## src/core/mil_params.svh

```systemverilog
// Purpose: Offsets, field positions, reset values and timing counts of the interrupt logic.
// Assumes: Included by its bare name from every design file that needs it.
// Notes: Register offsets are indices; the byte address is four times the index.
`ifndef MIL_PARAMS_SVH
`define MIL_PARAMS_SVH
// Register indices and bus decode.
`define MIL_IDX_CONTROL 8'h0B
`define MIL_IDX_PFLAGS 8'h0C
`define MIL_IDX_PENABLES 8'h8C
`define MIL_ADDR_W 10
// Control register fields.
`define MIL_B_GEN 7
`define MIL_B_PHEN 6
`define MIL_B_T0EN 5
`define MIL_B_EXTIE 4
`define MIL_B_PCIE 3
`define MIL_B_T0FL 2
`define MIL_B_EXTIF 1
`define MIL_B_PCIF 0
// Peripheral register fields.
`define MIL_B_EEPROM 7
`define MIL_B_COMP 6
`define MIL_B_RX 5
`define MIL_B_TX 4
`define MIL_B_UNIMPL 3
`define MIL_B_CAPCOMP 2
`define MIL_B_TMR2 1
`define MIL_B_TMR1 0
`define MIL_PERIPH_MASK 8'hF7
// Reset values.
`define MIL_RST_CONTROL 8'h00
`define MIL_RST_PERIPH 8'h00
// Timing, vector address, timer 0 limits and bus response codes.
`define MIL_Q_PER_TCY 4
`define MIL_LAT_TCY 3
`define MIL_VECTOR 13'h0004
`define MIL_TIMER0_TOP 8'hFF
`define MIL_TIMER0_ZERO 8'h00
`define MIL_RESP_OKAY 2'h0
`define MIL_RESP_SLVERR 2'h2
`endif

```

## src/core/mil_pkg.sv

```systemverilog
// Purpose: Types shared by the interrupt logic modules.
// Assumes: Nothing beyond the parameter header.
// Notes: Acceptance states walk a Gray sequence.
package mil_pkg;
  typedef enum logic [1:0] {
    MIL_IDLE = 2'b00,
    MIL_WAIT1 = 2'b01,
    MIL_WAIT2 = 2'b11,
    MIL_VECT = 2'b10
  } mil_accept_t;
  typedef logic [7:0] mil_byte_t;
  typedef logic [12:0] mil_pc_t;
endpackage

```

## src/core/mil_event_detect.sv

```systemverilog
// Purpose: Turns pin and counter activity into source events; edge and rollover last one cycle, port change lasts until a port read.
// Assumes: All inputs are synchronous to clk.
// Notes: The port change compare latch is refreshed by every port read.
`include "mil_params.svh"
module mil_event_detect (
  // Clock and reset
  input wire logic clk,
  input wire logic reset,
  // Sources
  input wire logic ext_irq_pin,
  input wire logic ext_edge_select,
  input wire logic [7:0] timer0_count,
  input wire logic [3:0] port_pins,
  input wire logic port_read,
  // Events
  output logic ext_edge,
  output logic timer0_roll,
  output logic port_change
);
  logic pin_r;
  logic [7:0] tmr_r;
  logic [3:0] latch_r;
  always_ff @(posedge clk) begin
    if (reset) begin
      // Taking the present levels keeps a false edge or change from following reset.
      pin_r <= ext_irq_pin;
      tmr_r <= timer0_count;
      latch_r <= port_pins;
    end else begin
      pin_r <= ext_irq_pin;
      tmr_r <= timer0_count;
      if (port_read) begin
        latch_r <= port_pins;
      end
    end
  end
  assign ext_edge = ext_edge_select ? (ext_irq_pin & ~pin_r) : (~ext_irq_pin & pin_r);
  assign timer0_roll = (tmr_r == `MIL_TIMER0_TOP) && (timer0_count == `MIL_TIMER0_ZERO);
  // A change that lands on the read cycle is absorbed into the latch and lost.
  assign port_change = ~port_read && (port_pins != latch_r);
endmodule

```

## src/core/mil_axil_slave.sv

```systemverilog
// Purpose: AXI4-Lite slave front end for the interrupt registers.
// Assumes: One write and one read at most under way at a time.
// Notes: Address and data are taken in either order; the response follows both.
`include "mil_params.svh"
module mil_axil_slave (
  // Clock and reset
  input wire logic clk,
  input wire logic reset,
  // AXI4-Lite
  input wire logic [`MIL_ADDR_W-1:0] awaddr,
  input wire logic awvalid,
  output logic awready,
  input wire logic [31:0] wdata,
  input wire logic [3:0] wstrb,
  input wire logic wvalid,
  output logic wready,
  output logic [1:0] bresp,
  output logic bvalid,
  input wire logic bready,
  input wire logic [`MIL_ADDR_W-1:0] araddr,
  input wire logic arvalid,
  output logic arready,
  output logic [31:0] rdata,
  output logic [1:0] rresp,
  output logic rvalid,
  input wire logic rready,
  // Register side
  output logic wr_en,
  output logic [7:0] wr_idx,
  output logic [7:0] wr_data,
  output logic [7:0] rd_idx,
  input wire logic [7:0] rd_data,
  input wire logic rd_hit,
  input wire logic wr_hit
);
  logic aw_have_r, w_have_r;
  logic [7:0] aw_idx_r, w_data_r;
  logic w_lane_r;
  assign awready = ~aw_have_r & ~bvalid;
  assign wready = ~w_have_r & ~bvalid;
  assign arready = ~rvalid;
  assign wr_en = aw_have_r & w_have_r & w_lane_r & ~bvalid;
  assign wr_idx = aw_idx_r;
  assign wr_data = w_data_r;
  assign rd_idx = araddr[9:2];
  always_ff @(posedge clk) begin
    if (reset) begin
      aw_have_r <= 1'b0;
      w_have_r <= 1'b0;
      aw_idx_r <= 8'h00;
      w_data_r <= 8'h00;
      w_lane_r <= 1'b0;
      bvalid <= 1'b0;
      bresp <= `MIL_RESP_OKAY;
      rvalid <= 1'b0;
      rdata <= 32'h0000_0000;
      rresp <= `MIL_RESP_OKAY;
    end else begin
      if (awvalid & awready) begin
        aw_have_r <= 1'b1;
        aw_idx_r <= awaddr[9:2];
      end
      if (wvalid & wready) begin
        w_have_r <= 1'b1;
        w_data_r <= wdata[7:0];
        w_lane_r <= wstrb[0];
      end
      if (aw_have_r & w_have_r & ~bvalid) begin
        bvalid <= 1'b1;
        bresp <= wr_hit ? `MIL_RESP_OKAY : `MIL_RESP_SLVERR;
        aw_have_r <= 1'b0;
        w_have_r <= 1'b0;
      end else if (bvalid & bready) begin
        bvalid <= 1'b0;
      end
      if (arvalid & arready) begin
        rvalid <= 1'b1;
        rdata <= {24'h00_0000, rd_hit ? rd_data : 8'h00};
        rresp <= rd_hit ? `MIL_RESP_OKAY : `MIL_RESP_SLVERR;
      end else if (rvalid & rready) begin
        rvalid <= 1'b0;
      end
    end
  end
endmodule

```

## src/core/mil_intc.sv

```systemverilog
// Purpose: Interrupt flags, masking and vectoring for an 8-bit controller core.
// Assumes: CLK runs one quarter phase per edge; four edges make one instruction cycle.
// Notes: Registers sit on AXI4-Lite at four times their index.
// Notes on behaviour
// - Global enable gates all requests; reset clears it.
// - Return-from-interrupt sets global enable again.
// - Accept clears enable, pushes return, loads 0004h.
// - Latency three cycles, four for unaligned events.
// - Flags set regardless of any enable.
// - Clearing enable cancels next vector, inserts NOP; here the NOP follows only a clear in MIL_WAIT2 or MIL_VECT, not MIL_WAIT1.
// - External pin edge selectable, sets pin flag.
// - Pin wakes sleep only when its enable set.
// - Timer 0 rollover sets its flag.
// - Port pins 7:4 change sets change flag.
// - Change during port read may be lost.
// - Pin flag set in Q4-Q1, sampled at Q1.
// - Peripheral flags at 0Ch, enables at 8Ch.
// - Control register layout at 0Bh.
// - Power-on and other reset values differ.
// - Only return address saved on entry.
// - Enabled request wakes sleep whatever global enable.
// - Pending enabled request makes sleep wake at once.
//
// The AXI4-Lite register port was decided locally.
`include "mil_params.svh"
module mil_intc (
  // Clock and reset
  input wire logic CLK,
  input wire logic RESET,
  input wire logic POWER_ON,
  // AXI4-Lite register bus
  input wire logic [`MIL_ADDR_W-1:0] S_AXI_AWADDR,
  input wire logic S_AXI_AWVALID,
  output logic S_AXI_AWREADY,
  input wire logic [31:0] S_AXI_WDATA,
  input wire logic [3:0] S_AXI_WSTRB,
  input wire logic S_AXI_WVALID,
  output logic S_AXI_WREADY,
  output logic [1:0] S_AXI_BRESP,
  output logic S_AXI_BVALID,
  input wire logic S_AXI_BREADY,
  input wire logic [`MIL_ADDR_W-1:0] S_AXI_ARADDR,
  input wire logic S_AXI_ARVALID,
  output logic S_AXI_ARREADY,
  output logic [31:0] S_AXI_RDATA,
  output logic [1:0] S_AXI_RRESP,
  output logic S_AXI_RVALID,
  input wire logic S_AXI_RREADY,
  // Interrupt sources
  input wire logic EXT_IRQ_PIN,
  input wire logic EXT_EDGE_SELECT,
  input wire logic [7:0] TIMER0_COUNT,
  input wire logic [3:0] PORT_PINS,
  input wire logic PORT_READ,
  input wire logic [7:0] PERIPH_EVENT,
  // Core sequencer
  input wire logic RETURN_FROM_IRQ,
  input wire logic SLEEPING,
  input wire mil_pkg::mil_pc_t RETURN_PC,
  output logic [1:0] Q_PHASE,
  output logic STACK_PUSH,
  output mil_pkg::mil_pc_t STACK_DATA,
  output logic PC_LOAD,
  output mil_pkg::mil_pc_t PC_LOAD_VALUE,
  output logic CORE_NOP,
  output logic WAKE,
  output logic IRQ_PENDING
);
  import mil_pkg::*;

  // ----------------------------------------------------------------
  // Quarter phase counter
  // ----------------------------------------------------------------
  logic [1:0] q_r;
  logic q1;
  logic q4;
  logic q_in_window;
  assign q1 = (q_r == 2'd0);
  assign q4 = (q_r == 2'd3);
  assign q_in_window = q1 | q4;
  assign Q_PHASE = q_r;

  always_ff @(posedge CLK) begin
    if (RESET) begin
      q_r <= 2'd0;
    end else begin
      q_r <= q_r + 2'd1;
    end
  end

  // ----------------------------------------------------------------
  // Source events
  // ----------------------------------------------------------------
  logic ext_edge;
  logic timer0_roll;
  logic port_change;

  mil_event_detect u_events (
    .clk(CLK),
    .reset(RESET),
    .ext_irq_pin(EXT_IRQ_PIN),
    .ext_edge_select(EXT_EDGE_SELECT),
    .timer0_count(TIMER0_COUNT),
    .port_pins(PORT_PINS),
    .port_read(PORT_READ),
    .ext_edge(ext_edge),
    .timer0_roll(timer0_roll),
    .port_change(port_change)
  );

  // An edge seen in Q2 or Q3 waits here until the Q4-Q1 window opens.
  logic ext_hold_r;
  logic ext_set;
  assign ext_set = q_in_window & (ext_edge | ext_hold_r);

  always_ff @(posedge CLK) begin
    if (RESET) begin
      ext_hold_r <= 1'b0;
    end else if (ext_set) begin
      ext_hold_r <= 1'b0;
    end else if (ext_edge) begin
      ext_hold_r <= 1'b1;
    end
  end

  // ----------------------------------------------------------------
  // Register bus
  // ----------------------------------------------------------------
  logic wr_en;
  logic [7:0] wr_idx;
  logic [7:0] wr_data;
  logic [7:0] rd_idx;
  logic [7:0] rd_data;
  logic rd_hit;
  logic wr_hit;

  mil_axil_slave u_bus (
    .clk(CLK),
    .reset(RESET),
    .awaddr(S_AXI_AWADDR),
    .awvalid(S_AXI_AWVALID),
    .awready(S_AXI_AWREADY),
    .wdata(S_AXI_WDATA),
    .wstrb(S_AXI_WSTRB),
    .wvalid(S_AXI_WVALID),
    .wready(S_AXI_WREADY),
    .bresp(S_AXI_BRESP),
    .bvalid(S_AXI_BVALID),
    .bready(S_AXI_BREADY),
    .araddr(S_AXI_ARADDR),
    .arvalid(S_AXI_ARVALID),
    .arready(S_AXI_ARREADY),
    .rdata(S_AXI_RDATA),
    .rresp(S_AXI_RRESP),
    .rvalid(S_AXI_RVALID),
    .rready(S_AXI_RREADY),
    .wr_en(wr_en),
    .wr_idx(wr_idx),
    .wr_data(wr_data),
    .rd_idx(rd_idx),
    .rd_data(rd_data),
    .rd_hit(rd_hit),
    .wr_hit(wr_hit)
  );

  function automatic logic idx_hit(input logic [7:0] idx);
    idx_hit = (idx == `MIL_IDX_CONTROL) || (idx == `MIL_IDX_PFLAGS) ||
              (idx == `MIL_IDX_PENABLES);
  endfunction

  logic wr_ctrl;
  logic wr_pflags;
  logic wr_pen;
  assign wr_hit = idx_hit(wr_idx);
  assign rd_hit = idx_hit(rd_idx);
  assign wr_ctrl = wr_en && (wr_idx == `MIL_IDX_CONTROL);
  assign wr_pflags = wr_en && (wr_idx == `MIL_IDX_PFLAGS);
  assign wr_pen = wr_en && (wr_idx == `MIL_IDX_PENABLES);

  // ----------------------------------------------------------------
  // Control and peripheral registers
  // ----------------------------------------------------------------
  mil_byte_t ctrl_r;
  mil_byte_t ctrl_nxt;
  mil_byte_t pflag_r;
  mil_byte_t pflag_nxt;
  mil_byte_t pen_r;
  mil_byte_t pen_nxt;
  mil_byte_t ctrl_set;
  mil_byte_t pflag_set;
  logic accept;
  logic glb_drop;

  // Hardware sets win over a software write in the same cycle.
  assign ctrl_set = {5'b00000, timer0_roll, ext_set, port_change};
  assign pflag_set = PERIPH_EVENT & `MIL_PERIPH_MASK;

  always_comb begin
    ctrl_nxt = wr_ctrl ? wr_data : ctrl_r;
    ctrl_nxt = ctrl_nxt | ctrl_set;
    if (RETURN_FROM_IRQ) begin
      ctrl_nxt[`MIL_B_GEN] = 1'b1;
    end
    if (accept) begin
      ctrl_nxt[`MIL_B_GEN] = 1'b0;
    end
  end

  always_comb begin
    pflag_nxt = (wr_pflags ? wr_data : pflag_r) | pflag_set;
    pflag_nxt = pflag_nxt & `MIL_PERIPH_MASK;
    pen_nxt = (wr_pen ? wr_data : pen_r) & `MIL_PERIPH_MASK;
  end

  always_ff @(posedge CLK) begin
    if (RESET) begin
      ctrl_r <= `MIL_RST_CONTROL;
      if (!POWER_ON) begin
        ctrl_r[`MIL_B_PCIF] <= ctrl_r[`MIL_B_PCIF];
      end
      pflag_r <= `MIL_RST_PERIPH;
      pen_r <= `MIL_RST_PERIPH;
    end else begin
      ctrl_r <= ctrl_nxt;
      pflag_r <= pflag_nxt;
      pen_r <= pen_nxt;
    end
  end

  assign rd_data = (rd_idx == `MIL_IDX_CONTROL) ? ctrl_r :
                   (rd_idx == `MIL_IDX_PFLAGS) ? pflag_r :
                   (rd_idx == `MIL_IDX_PENABLES) ? pen_r : 8'h00;

  // ----------------------------------------------------------------
  // Request combining
  // ----------------------------------------------------------------
  logic glb_en;
  logic core_req;
  logic periph_req;
  logic any_req;
  assign glb_en = ctrl_r[`MIL_B_GEN];
  assign periph_req = ctrl_r[`MIL_B_PHEN] & (|(pflag_r & pen_r));
  assign core_req = (ctrl_r[`MIL_B_T0EN] & ctrl_r[`MIL_B_T0FL]) |
                    (ctrl_r[`MIL_B_EXTIE] & ctrl_r[`MIL_B_EXTIF]) |
                    (ctrl_r[`MIL_B_PCIE] & ctrl_r[`MIL_B_PCIF]);
  assign any_req = core_req | periph_req;
  // A flag left set by service code re-requests as soon as the enable returns.
  assign IRQ_PENDING = any_req & glb_en;

  // Wake ignores the global enable; the pin needs its own enable beforehand.
  assign WAKE = SLEEPING & any_req;

  // ----------------------------------------------------------------
  // Acceptance sequence
  // ----------------------------------------------------------------
  mil_accept_t st_r;
  mil_accept_t st_nxt;
  logic nop_nxt;
  logic nop_r;
  logic [1:0] nop_cnt_r;

  // A software write that turns the global enable off.
  assign glb_drop = wr_ctrl & ~wr_data[`MIL_B_GEN] & glb_en;

  always_comb begin
    st_nxt = st_r;
    nop_nxt = 1'b0;
    case (st_r)
      MIL_IDLE: begin
        if (q1 && IRQ_PENDING && !glb_drop) begin
          st_nxt = MIL_WAIT1;
        end
      end
      MIL_WAIT1: begin
        if (glb_drop) begin
          st_nxt = MIL_IDLE;
        end else if (q1) begin
          st_nxt = MIL_WAIT2;
        end
      end
      MIL_WAIT2: begin
        if (glb_drop) begin
          st_nxt = MIL_IDLE;
          nop_nxt = 1'b1;
        end else if (q1) begin
          st_nxt = MIL_VECT;
        end
      end
      MIL_VECT: begin
        if (glb_drop) begin
          st_nxt = MIL_IDLE;
          nop_nxt = 1'b1;
        end else if (q1) begin
          st_nxt = MIL_IDLE;
        end
      end
      default: begin
        st_nxt = MIL_IDLE;
      end
    endcase
  end

  // Vector fires on the third Q1 after the sampling Q1; flags are level
  // so an unaligned event simply waits for the next Q1, giving 3 or 4 Tcy.
  assign accept = (st_r == MIL_VECT) && q1 && !glb_drop;

  always_ff @(posedge CLK) begin
    if (RESET) begin
      st_r <= MIL_IDLE;
      nop_r <= 1'b0;
      nop_cnt_r <= 2'd0;
    end else begin
      st_r <= st_nxt;
      if (nop_nxt) begin
        nop_r <= 1'b1;
        nop_cnt_r <= 2'd3;
      end else if (nop_cnt_r != 2'd0) begin
        nop_cnt_r <= nop_cnt_r - 2'd1;
      end else begin
        nop_r <= 1'b0;
      end
    end
  end

  // NOP stands for one whole instruction cycle.
  assign CORE_NOP = nop_r;

  // ----------------------------------------------------------------
  // Vectoring outputs
  // ----------------------------------------------------------------
  // Only the program counter is saved; working state is left to software.
  always_ff @(posedge CLK) begin
    if (RESET) begin
      STACK_PUSH <= 1'b0;
      PC_LOAD <= 1'b0;
      STACK_DATA <= 13'h0000;
      PC_LOAD_VALUE <= 13'h0000;
    end else begin
      STACK_PUSH <= accept;
      PC_LOAD <= accept;
      if (accept) begin
        STACK_DATA <= RETURN_PC;
        PC_LOAD_VALUE <= `MIL_VECTOR;
      end
    end
  end
endmodule

```

## config.mk

```make
export PLATFORM = sky130hd
export DESIGN_NAME = mil_intc
export DESIGN_NICKNAME = d
export VERILOG_FILES = /design/src/core/mil_pkg.sv /design/src/core/mil_event_detect.sv /design/src/core/mil_axil_slave.sv /design/src/core/mil_intc.sv
export VERILOG_INCLUDE_DIRS = /design/src /design/src/core
export SDC_FILE = /design/constraint.sdc
export NUM_CORES = 1
export LEC_CHECK = 0
export BUFFER_PORTS_ARGS = -buffer_cell sky130_fd_sc_hd__buf_2
export CORE_MARGIN = 2
export CORE_UTILIZATION = 42
export DETAILED_ROUTE_END_ITERATION = 12
export PLACE_DENSITY = 0.84
export SKIP_CTS_REPAIR_TIMING = 1
export SYNTH_ARGS = -nofsm -noshare
export SYNTH_HDL_FRONTEND = slang
export SYNTH_SLANG_ARGS = --single-unit
```

## constraint.sdc

```tcl
create_clock -name CLK -period 1.8 [get_ports CLK]
set_input_delay 0.54 -clock CLK [delete_from_list [all_inputs] [get_ports CLK]]
set_output_delay 0.54 -clock CLK [all_outputs]
set_load 0.05 [all_outputs]
```

==> results of run 1 <==
[placed cells by master, fill, tap and decap left out, types with 2 or more instances in the layout]
cell type and n:
dfxtp_2 2, o21a_1 3, clkbuf_8 11, dfxtp_1 82, buf_4 42, clkinvlp_4 2, nor2b_1 5, or2_2 2
buf_2 102, nor3b_1 2, and2_1 2, nand2_1 41, nor2_2 4, a21oi_1 32, nor2_1 23, buf_8 2
nor4_1 3, inv_1 14, o21ai_0 7, edfxtp_1 5, a32o_1 7, mux2i_1 29, or3_1 7, xor2_1 5
ha_1 2, and4b_1 2, a22oi_1 2, nand3_1 4, conb_1 38, a222oi_1 2, nand2b_1 3, nor3_1 2
a22o_1 13, and2_4 2, nand4_1 3
[registers in the layout (all words and copies together), names as in the netlist, 4 cells and up]
name and cells:
u_bus.wr_data 8, ctrl_r 8, pen_r 7, pflag_r 7, u_events.tmr_r 8, u_bus.rdata 8, STACK_DATA 13, u_bus.wr_idx 8
u_events.latch_r 4
[path summary, 6_finish.rpt]
| path | cells past startpoint | slack, ps | to | start |
|---|---|---|---|---|
| max | 5 | -520 | IRQ_PENDING | pen_r[5] |
| min reg2reg | 1 | 450 | Q_PHASE[0] | Q_PHASE[0] |
| max reg2reg | 5 | 110 | ctrl_r[1] | u_bus.wr_idx[4] |
| min | 1 | 300 | u_events.tmr_r[6] | TIMER0_COUNT[6] |
[area by class of cell]
cell class | count | area (sq um) | share of cell area [%]
Sequential cell | 89 | 1830 | 38.8
Multi-Input combinational cell | 264 | 1660 | 35.1
Clock buffer | 12 | 155 | 3.28
Clock inverter | 4 | 28.8 | 0.609
Tap cell | 108 | 135 | 2.86
Timing Repair Buffer | 147 | 863 | 18.3
Inverter | 14 | 52.6 | 1.11
[cells by family after synthesis]
kind of cell             count (synthesis)  share of synthesized area, %
AO/OA/AOI/OAI                           77                          14.7
XOR/XNOR                                 5                          1.16
adder cells (fa/ha/maj)                  2                         0.665
buffers and inverters                   68                          11.3
flip-flops                              89                          48.7
multiplexers                            30                          8.01
other                                    1                        0.0997
AND/OR/NAND/NOR                        112                          15.4
[per-layer routing]
metal  global-route usage, %  up-vias  share of wire (%)
met5                       0        -                  0
met4                    5.37        0                1.3
li1                        -     1553                  -
met2                    28.7      100                 48
met3                    4.18        8                4.8
met1                    23.1     1434                 46
[critical path, stage by stage (launching register included)]
cell	delay (ps)
dfxtp_2	330
a222oi_1	400
nand3_1	170
a21bo_2	240
and2_4	140
buf_8	140
[power by group through the flow]
stage | Sequential (mW) | Clock (mW) | Combinational, mW
finish | 2.15 | 1.27 | 0.719
CTS | 2.15 | 1.30 | 0.720
detailed placement | 2.19 | 0 | 0.716
global placement | 2.18 | 0 | 0.694
floorplan | 2.22 | 0 | 0.539
global route | 2.16 | 1.38 | 0.780
==> impl_metrics.json, run 1 <==
{
  "io_buffer_count": 105,
  "antenna_found_initial": 0,
  "leakage_nw": 2.22,
  "die-area_sq_mm": 0.00973,
  "grt_max_degree": 22,
  "clkTransAtPathRegs_ps": 90,
  "finalSetupTns_ps": -1030,
  "violations": "negative setup slack",
  "powerDensity_mw_per_mm2": 875,
  "hpwlAfterDp_um": 6560,
  "fin_cells": 638,
  "synth-seq-cells": 89,
  "fp.coreArea_sq_mm": 0.00872,
  "grt_pass1_wl_um": 13800,
  "cts-root-buf": "clkbuf_8",
  "clock_insertion_delay_worst_skew_ps": 350,
  "ir_worst_vdd_mv": 0.536,
  "rsz0062_at_grt": "yes",
  "dieWidth_um": 98.6,
  "report.final.slew_viol_count": 0,
  "row_count": 34,
  "async_flop_share_pct": 0,
  "drive_gt1_share_pct": 33.8,
  "worst_pin_slew_ps": 562,
  "syn_avg_cell_area_sq_um": 9.80,
  "placed_cell_area_sq_mm": 0.00451,
  "grt_util_all_layers_pct": 17.6,
  "crit_fanout": 2,
  "critPathCaptureType": "output pin",
  "worst_slack_ps": -516,
  "wire_per_inst_um": 13.3,
  "syn_area_sq_mm": 0.00376,
  "drc": 0,
  "synth_cell_types": 52,
  "synth_top_area_cell": "dfxtp_1",
  "first_pass_iters": 4,
  "clkSinkCount": 89,
  "place_inst": 621,
  "post-route-util_pct": 54.2,
  "boundaryPins": 176,
  "min_path_type": "in2reg",
  "grt_pass1_vias": 2997,
  "synth_edf_count": 5,
  "status": "complete, but fails checks",
  "num_antenna_cells": 0,
  "grt-ovfl-total": 0,
  "whs_ps": 301,
  "pwr-share-comb_pct": 17.4,
  "setup_viol": 2,
  "finalCritPeriodShare_pct": 129,
  "cts_tree": "done",
  "fin_nets": 629,
  "syn_inst": 384,
  "p_switching_mw": 1.22,
  "sw_frac_of_total_pct": 29.5,
  "path_class": "reg2out",
  "p_int_mw": 2.91,
  "totalWireLength_um": 8480,
  "hold_viol_final": 0,
  "power_frac_seq_pct": 51.9,
  "area_delta_synth_final_pct": 25.6,
  "dp_slack_ps": -270,
  "power.share.clock_pct": 30.7,
  "arrival_ps": 1780,
  "period_minus_slack_ps": 2320,
  "synth_common_cells": "dfxtp_1 (84), nand2_1 (41), buf_4 (40)",
  "dr.first_iter.drc_count": 105,
  "ys.flop_type": "dfxtp_1",
  "fmax_mhz": 432,
  "stdcell_area_sq_mm": 0.00473,
  "yosysWarnings": 0,
  "synth_seq_area_share_pct": 48.7,
  "power_mw": 4.14,
  "htreeDepth": 3,
  "slew_headroom_pct": 62.5,
  "maxCapViolCount": 0,
  "cts.path.max_buffers": 2,
  "n_fill_cell": 781,
  "die_h_um": 98.6,
  "worst_ep_required_time_ps": 1260,
  "synth_top_cell_area_share_pct": 44.7,
  "setup.worst_path.start_class": "flop",
  "viasPerCell": 4.85,
  "synth_area_leaders": "dfxtp_1 (45%), buf_4 (8.0%), mux2i_1 (7.7%)",
  "finalClockSkew_ps": 12.2,
  "drtAntennaViolNets": 0,
  "gp_congestion": 0.781,
  "dr_total_vias": 3095,
  "synth_most_common_cell": "dfxtp_1",
  "cts_made_buffers": 9,
  "start_util_pct": 43.1
}
(Power assumes the default switching activity.)
==> run 2: changes to the inputs <==
--- a/config.mk
+++ b/config.mk
@@ -8,10 +8,11 @@
 export LEC_CHECK = 0
 export BUFFER_PORTS_ARGS = -buffer_cell sky130_fd_sc_hd__buf_2
 export CORE_MARGIN = 2
-export CORE_UTILIZATION = 42
+export CORE_UTILIZATION = 43
 export DETAILED_ROUTE_END_ITERATION = 12
 export PLACE_DENSITY = 0.84
 export SKIP_CTS_REPAIR_TIMING = 1
 export SYNTH_ARGS = -nofsm -noshare
 export SYNTH_HDL_FRONTEND = slang
+export SYNTH_HIERARCHICAL = 1
 export SYNTH_SLANG_ARGS = --single-unit
==> run 2 against run 1 <==
  * The run still ends with negative setup slack left
  * Highest routed layer unchanged
  * Clock power up 17%
  * Critical path type unchanged
  * Utilization down 1.2 points
  * Synthesized cell count up 18%
  * Worst hold slack better by 4.1 ps
  * Synthesized area up 9.3%
  * Largest power group unchanged
  * Maximum frequency up 5.5%
  * First-iteration DRC count up 40%
  * Cell count up 8.3%
  * Global-route usage down 0.88 points
  * Die area up 6.5%
  * Sequential cell count unchanged
  * Largest cell class is now multi-input gates
==> impl_metrics.json, run 2 <==
{
  "hold_start": "TIMER0_COUNT[5]",
  "rsz0062_at_grt": "yes",
  "fp.coreArea_sq_mm": 0.00924,
  "synth_edf_count": 5,
  "worst_ep_required_time_ps": 1260,
  "synth_cell_types": 53,
  "finalSetupTns_ps": -786,
  "die_h_um": 102,
  "synth_top_cell_area_share_pct": 40.9,
  "path_buf_inv": 1,
  "syn_area_sq_mm": 0.00411,
  "synth-seq-cells": 89,
  "area_delta_synth_final_pct": 19.1,
  "clkSinkCount": 89,
  "synth_common_cells": "dfxtp_1 (84), nand2_1 (63), buf_4 (47)",
  "clock_insertion_delay_worst_skew_ps": 350,
  "finalClockSkew_ps": 12.8,
  "arrival_ps": 1650,
  "synth_area_leaders": "dfxtp_1 (41%), buf_4 (8.6%), mux2i_1 (8.5%)",
  "largest_register": "STACK_DATA",
  "ys.flop_type": "dfxtp_1",
  "crit_fanout": 2,
  "viasPerCell": 4.74,
  "yosysWarnings": 6,
  "grt_util_all_layers_pct": 16.7,
  "dieWidth_um": 102,
  "num_antenna_cells": 0,
  "period_minus_slack_ps": 2190,
  "first_pass_iters": 4,
  "maxCapViolCount": 0,
  "ir_worst_vdd_mv": 0.421,
  "syn_avg_cell_area_sq_um": 9.10,
  "fmax_mhz": 456,
  "grt_max_degree": 54,
  "htreeDepth": 3,
  "powerDensity_mw_per_mm2": 889,
  "antenna_found_initial": 0,
  "whs_ps": 305,
  "hold_viol_final": 0,
  "dr_total_vias": 3278,
  "wire_per_inst_um": 12.7,
  "largest_register_ffs": 13,
  "final_common_cell": "buf_2",
  "cts_tree": "done",
  "grt_pass1_vias": 3076,
  "hpwlAfterDp_um": 6660,
  "die-area_sq_mm": 0.0104,
  "leakage_nw": 2.21,
  "cp-startpoint": "pen_r[6]",
  "cp_slowest_stage_delay_ps": 370,
  "gp_congestion": 0.804,
  "violations": "negative setup slack",
  "syn_inst": 452,
  "crit_path_cell_trace": "a222oi_1 -> a31oi_1 -> nor2_2 -> nor2b_1 -> buf_6",
  "fin_cells": 691,
  "dr.first_iter.drc_count": 147,
  "dp_slack_ps": -122,
  "start_util_pct": 44.5,
  "setup_viol": 2,
  "power_mw": 4.35,
  "critPathCaptureType": "output pin",
  "status": "complete, but fails checks",
  "drive_gt1_share_pct": 29.2,
  "placed_cell_area_sq_mm": 0.00466,
  "report.final.slew_viol_count": 0,
  "stdcell_area_sq_mm": 0.00490,
  "drtAntennaViolNets": 0,
  "path_class": "reg2out",
  "clkTransAtPathRegs_ps": 90,
  "cts_made_buffers": 9,
  "async_flop_share_pct": 0,
  "cts-root-buf": "clkbuf_8",
  "post-route-util_pct": 53.0,
  "row_count": 35,
  "synth_top_area_cell": "dfxtp_1",
  "timing.rr.start": "u_bus/bvalid",
  "setup.worst_path.start_class": "flop",
  "boundaryPins": 176,
  "finalCritPeriodShare_pct": 122,
  "worst_slack_ps": -395,
  "cp_top_family": "compound AO/OA/AOI/OAI gates",
  "place_inst": 675,
  "synth_most_common_cell": "dfxtp_1",
  "fin_nets": 661,
  "grt-ovfl-total": 0,
  "cts.path.max_buffers": 2,
  "synth_seq_area_share_pct": 44.5,
  "crit_slowest_cell": "a222oi_1",
  "totalWireLength_um": 8770,
  "min_path_type": "in2reg",
  "grt_pass1_wl_um": 13700,
  "drc": 0,
  "layout_common_cells": "buf_2 (103), dfxtp_1 (82), nand2_1 (63), a21oi_1 (43), conb_1 (38)",
  "io_buffer_count": 105
}
## run 2: final timing paths
check / endpoint / slack, ps / depth (start not counted)
worst min register to register: Q_PHASE[0] / 450 / 1
worst max-delay path: WAKE / -390 / 5
worst max register to register: STACK_DATA[6] / 70 / 6
worst min-delay path: u_events/tmr_r[5] / 310 / 1
## run 2: area by class of cell
type                       count  area [sq um]
timing repair buffer         124           706
tap                          129           161
fill                         866          4340
sequential                    89          1840
inverter                      16          60.1
clock inverter                 3          43.8
multi-input combinational    317          1910
clock buffer                  13           180
## run 2: cells by family (layout without fill, tap and decap cells)
group           after synthesis  after routing  share of synthesized area, %
compound gates               67             67                          9.37
other cells                   2             38                         0.183
mux                          36             36                          8.79
fa+ha+maj                     2              2                         0.608
xor+xnor                      5              5                          1.06
buf+inv                      82            156                          12.7
flops                        89             89                          44.5
simple gates                169            169                          22.7
## run 2: per-layer routing
metal	up-vias	global-route usage, %	share of wire (%)
li1	1640	-	-
met1	1493	20.6	43
met2	132	27.9	48
met5	-	0	0
met4	0	5.30	1.2
met3	13	4.97	8.0
## run 2: power breakdown
group,switching (mW),internal (mW)
clock,0.689,0.804
sequential,0.0694,2.08
combinational,0.460,0.248
total,1.22,3.14
## run 2: worst register-to-register path, cell delays in order, from the launching register on
cell     delay [ps]
dfxtp_4         410
and3b_2         250
and2_4          180
and3_4          210
a21oi_4         180
buf_12          180
mux2i_2         240
==> run 3: changes to the inputs <==
--- a/config.mk
+++ b/config.mk
@@ -6,11 +6,12 @@
 export SDC_FILE = /design/constraint.sdc
 export NUM_CORES = 1
 export LEC_CHECK = 0
+export ABC_AREA = 1
 export BUFFER_PORTS_ARGS = -buffer_cell sky130_fd_sc_hd__buf_2
 export CORE_MARGIN = 2
-export CORE_UTILIZATION = 43
+export CORE_UTILIZATION = 44
 export DETAILED_ROUTE_END_ITERATION = 12
-export PLACE_DENSITY = 0.84
+export PLACE_DENSITY = 0.85
 export SKIP_CTS_REPAIR_TIMING = 1
 export SYNTH_ARGS = -nofsm -noshare
 export SYNTH_HDL_FRONTEND = slang
==> run 3 against run 2 <==
  * The flow still finishes with violations (negative setup slack)
  * Sequential share of layout area is 2.0 points lower
  * Setup slack better by 220 ps
  * Utilization up 0.40 points
  * Combinational power grew 20%
  * Total power up 7.7%
  * Clock power is 11% higher
  * Die area increased by 3.1%
  * Count of clock-buffer cells in the layout is 1 higher
  * Global-route usage increased by 1.1 points
  * Largest cell class unchanged
  * Highest routed layer unchanged
==> impl_metrics.json, run 3 <==
{
  "clock_insertion_delay_worst_skew_ps": 350,
  "largest_register": "STACK_DATA",
  "fin_nets": 810,
  "power_mw": 4.69,
  "clkTransAtPathRegs_ps": 80,
  "clkSinkCount": 89,
  "area_delta_synth_final_pct": 19.1,
  "synth_edf_count": 5,
  "post-route-util_pct": 53.4,
  "grt_util_all_layers_pct": 17.8,
  "largest_register_ffs": 13,
  "worst_ep_required_time_ps": 1260,
  "die-area_sq_mm": 0.0107,
  "min_delay_path_depth": 1,
  "viasPerCell": 4.57,
  "num_antenna_cells": 0,
  "fmax_mhz": 507,
  "worst_slack_ps": -174,
  "grt_pass1_wl_um": 14900,
  "drc": 0,
  "synth_area_leaders": "dfxtp_1 (39%), nand2_1 (12%), buf_4 (8.3%)",
  "synth-seq-cells": 89,
  "violations": "negative setup slack",
  "antenna_found_initial": 0,
  "hold_viol_final": 0,
  "cts_tree": "done",
  "n_fill_cell": 969,
  "cts.path.max_buffers": 2,
  "path_class": "reg2out",
  "multi_input_area_sq_mm": 0.00189,
  "synth_most_common_cell": "nand2_1",
  "place_inst": 825,
  "setup_viol": 2,
  "min_path_type": "in2reg",
  "start_util_pct": 44.8,
  "finalClockSkew_ps": 8.53,
  "layout_common_cells": "nand2_1 (140), buf_2 (103), dfxtp_1 (79), inv_1 (79), nor2_1 (56)",
  "dieWidth_um": 103,
  "p_int_mw": 3.33,
  "stdcell_area_sq_mm": 0.00517,
  "finalSetupTns_ps": -333,
  "critPathCaptureType": "output pin",
  "placed_cell_area_sq_mm": 0.00483,
  "leakage_nw": 2.67,
  "totalWireLength_um": 9640,
  "first_pass_iters": 4,
  "ir_worst_vdd_mv": 0.324,
  "rsz0062_at_grt": "yes",
  "fp.coreArea_sq_mm": 0.00968,
  "fin_cells": 844,
  "io_buffer_count": 105,
  "drtAntennaViolNets": 0,
  "yosysWarnings": 6,
  "final_common_cell": "nand2_1",
  "ys.flop_type": "dfxtp_1",
  "seq_area_sq_mm": 0.00184,
  "p_switching_mw": 1.36,
  "synth_common_cells": "nand2_1 (142), dfxtp_1 (84), inv_1 (80)",
  "syn_area_sq_mm": 0.00434,
  "power_frac_seq_pct": 46.7,
  "maxCapViolCount": 0,
  "dr_total_vias": 3854,
  "met2_length_um": 4790,
  "top_layer": "met4",
  "synth_cell_types": 33,
  "period_minus_slack_ps": 1970,
  "grt_max_degree": 22,
  "synth_top_area_cell": "dfxtp_1",
  "r2r_cells": 10,
  "sw_frac_of_total_pct": 29.1,
  "crit_fanout": 3,
  "synth_seq_area_share_pct": 42.2,
  "met3_length_um": 361,
  "boundaryPins": 176,
  "hpwlAfterDp_um": 7060,
  "cts-root-buf": "clkbuf_8",
  "arrival_ps": 1430,
  "setup.worst_path.start_class": "flop",
  "syn_inst": 600,
  "powerDensity_mw_per_mm2": 907,
  "report.final.slew_viol_count": 0,
  "row_count": 36,
  "syn_avg_cell_area_sq_um": 7.24,
  "dr.first_iter.drc_count": 144,
  "status": "complete, but fails checks",
  "pwr-share-comb_pct": 18.1,
  "wire_per_inst_um": 11.4,
  "die_h_um": 103,
  "finalCritPeriodShare_pct": 110,
  "grt_pass1_vias": 3370,
  "htreeDepth": 3,
  "gp_congestion": 0.902,
  "wl_met1_um": 4280,
  "drive_gt1_share_pct": 24.8,
  "power.share.clock_pct": 35.2,
  "grt-ovfl-total": 0,
  "synth_top_cell_area_share_pct": 38.7,
  "async_flop_share_pct": 0,
  "cts_made_buffers": 9
}
run 3: changes by cell type in the layout (fill, tap and decap cells not counted), sizes merged, moves of 5 or more:
| cell | delta |
|---|---|
| a21oi | +7 |
| inv | +65 |
| mux2i | -35 |
| nand2 | +80 |
| nand2b | -31 |
| nand3 | +40 |
| nand4 | +5 |
| nor2 | +45 |
| nor2b | -6 |
| nor3 | -9 |
| o211ai | +7 |
| o21ai | +13 |
run 3: kinds of logic (layout without fill, tap and decap cells):
kind of cell             count (synthesis)  after routing  share of synthesized area [%]
buffers and inverters                  150            225                           18.5
XOR/XNOR                                 1              1                          0.202
flip-flops                              89             89                           42.2
other                                    2             38                          0.173
adder cells (fa/ha/maj)                  2              2                          0.576
AO/OA/AOI/OAI                           84             84                           10.5
AND/OR/NAND/NOR                        272            272                           27.9
run 3: cell type report:
cell class              instances  share of cell area, %
clock buffers                  14                   4.38
flip-flops and latches         89                   35.5
multi-input cells             397                   36.4
repair buffers                126                   13.7
inverters                      83                   6.07
clock inverters                 2                  0.677
well taps                     133                   3.22
run 3: metal layers:
metal,vias to the layer above,global-route usage [%]
met2,94,29.9
li1,2016,-
met3,17,2.35
met5,-,0
met1,1727,22.3
met4,0,9.21
run 3: per-stage QoR:
| stage | setup slack, ps | hold WS, ps |
|---|---|---|
| floorplan | -63.9 | 446 |
| global placement | -32.1 | 420 |
| detailed placement | -88.3 | 430 |
| CTS | -268 | 284 |
| global route | -278 | 283 |
| finish | -174 | 300 |
run 3: worst paths after layout:
check / start / endpoint / slack, ps
worst max-delay path: ctrl_r[0] / IRQ_PENDING / -170
worst min-delay path: TIMER0_COUNT[5] / u_events/tmr_r[5] / 300
worst max register to register: u_bus/aw_have_r / STACK_DATA[8] / 170
worst min register to register: Q_PHASE[0] / Q_PHASE[0] / 440
run 3: power groups by stage:
stage	registers, mW	logic, mW	clock network (mW)
after floorplan	2.29	0.646	0
after global placement	2.23	0.815	0
after detailed placement	2.23	0.832	0
after CTS	2.19	0.837	1.69
after global routing	2.20	0.936	1.77
final	2.19	0.848	1.65
run 3: critical path: stages, from the launching register on:
cell	delay, ps
edfxtp_1	440
nand2_1	90
nand2_1	60
a21oi_2	130
nand2_2	80
inv_2	90
nor2_2	40
buf_6	140
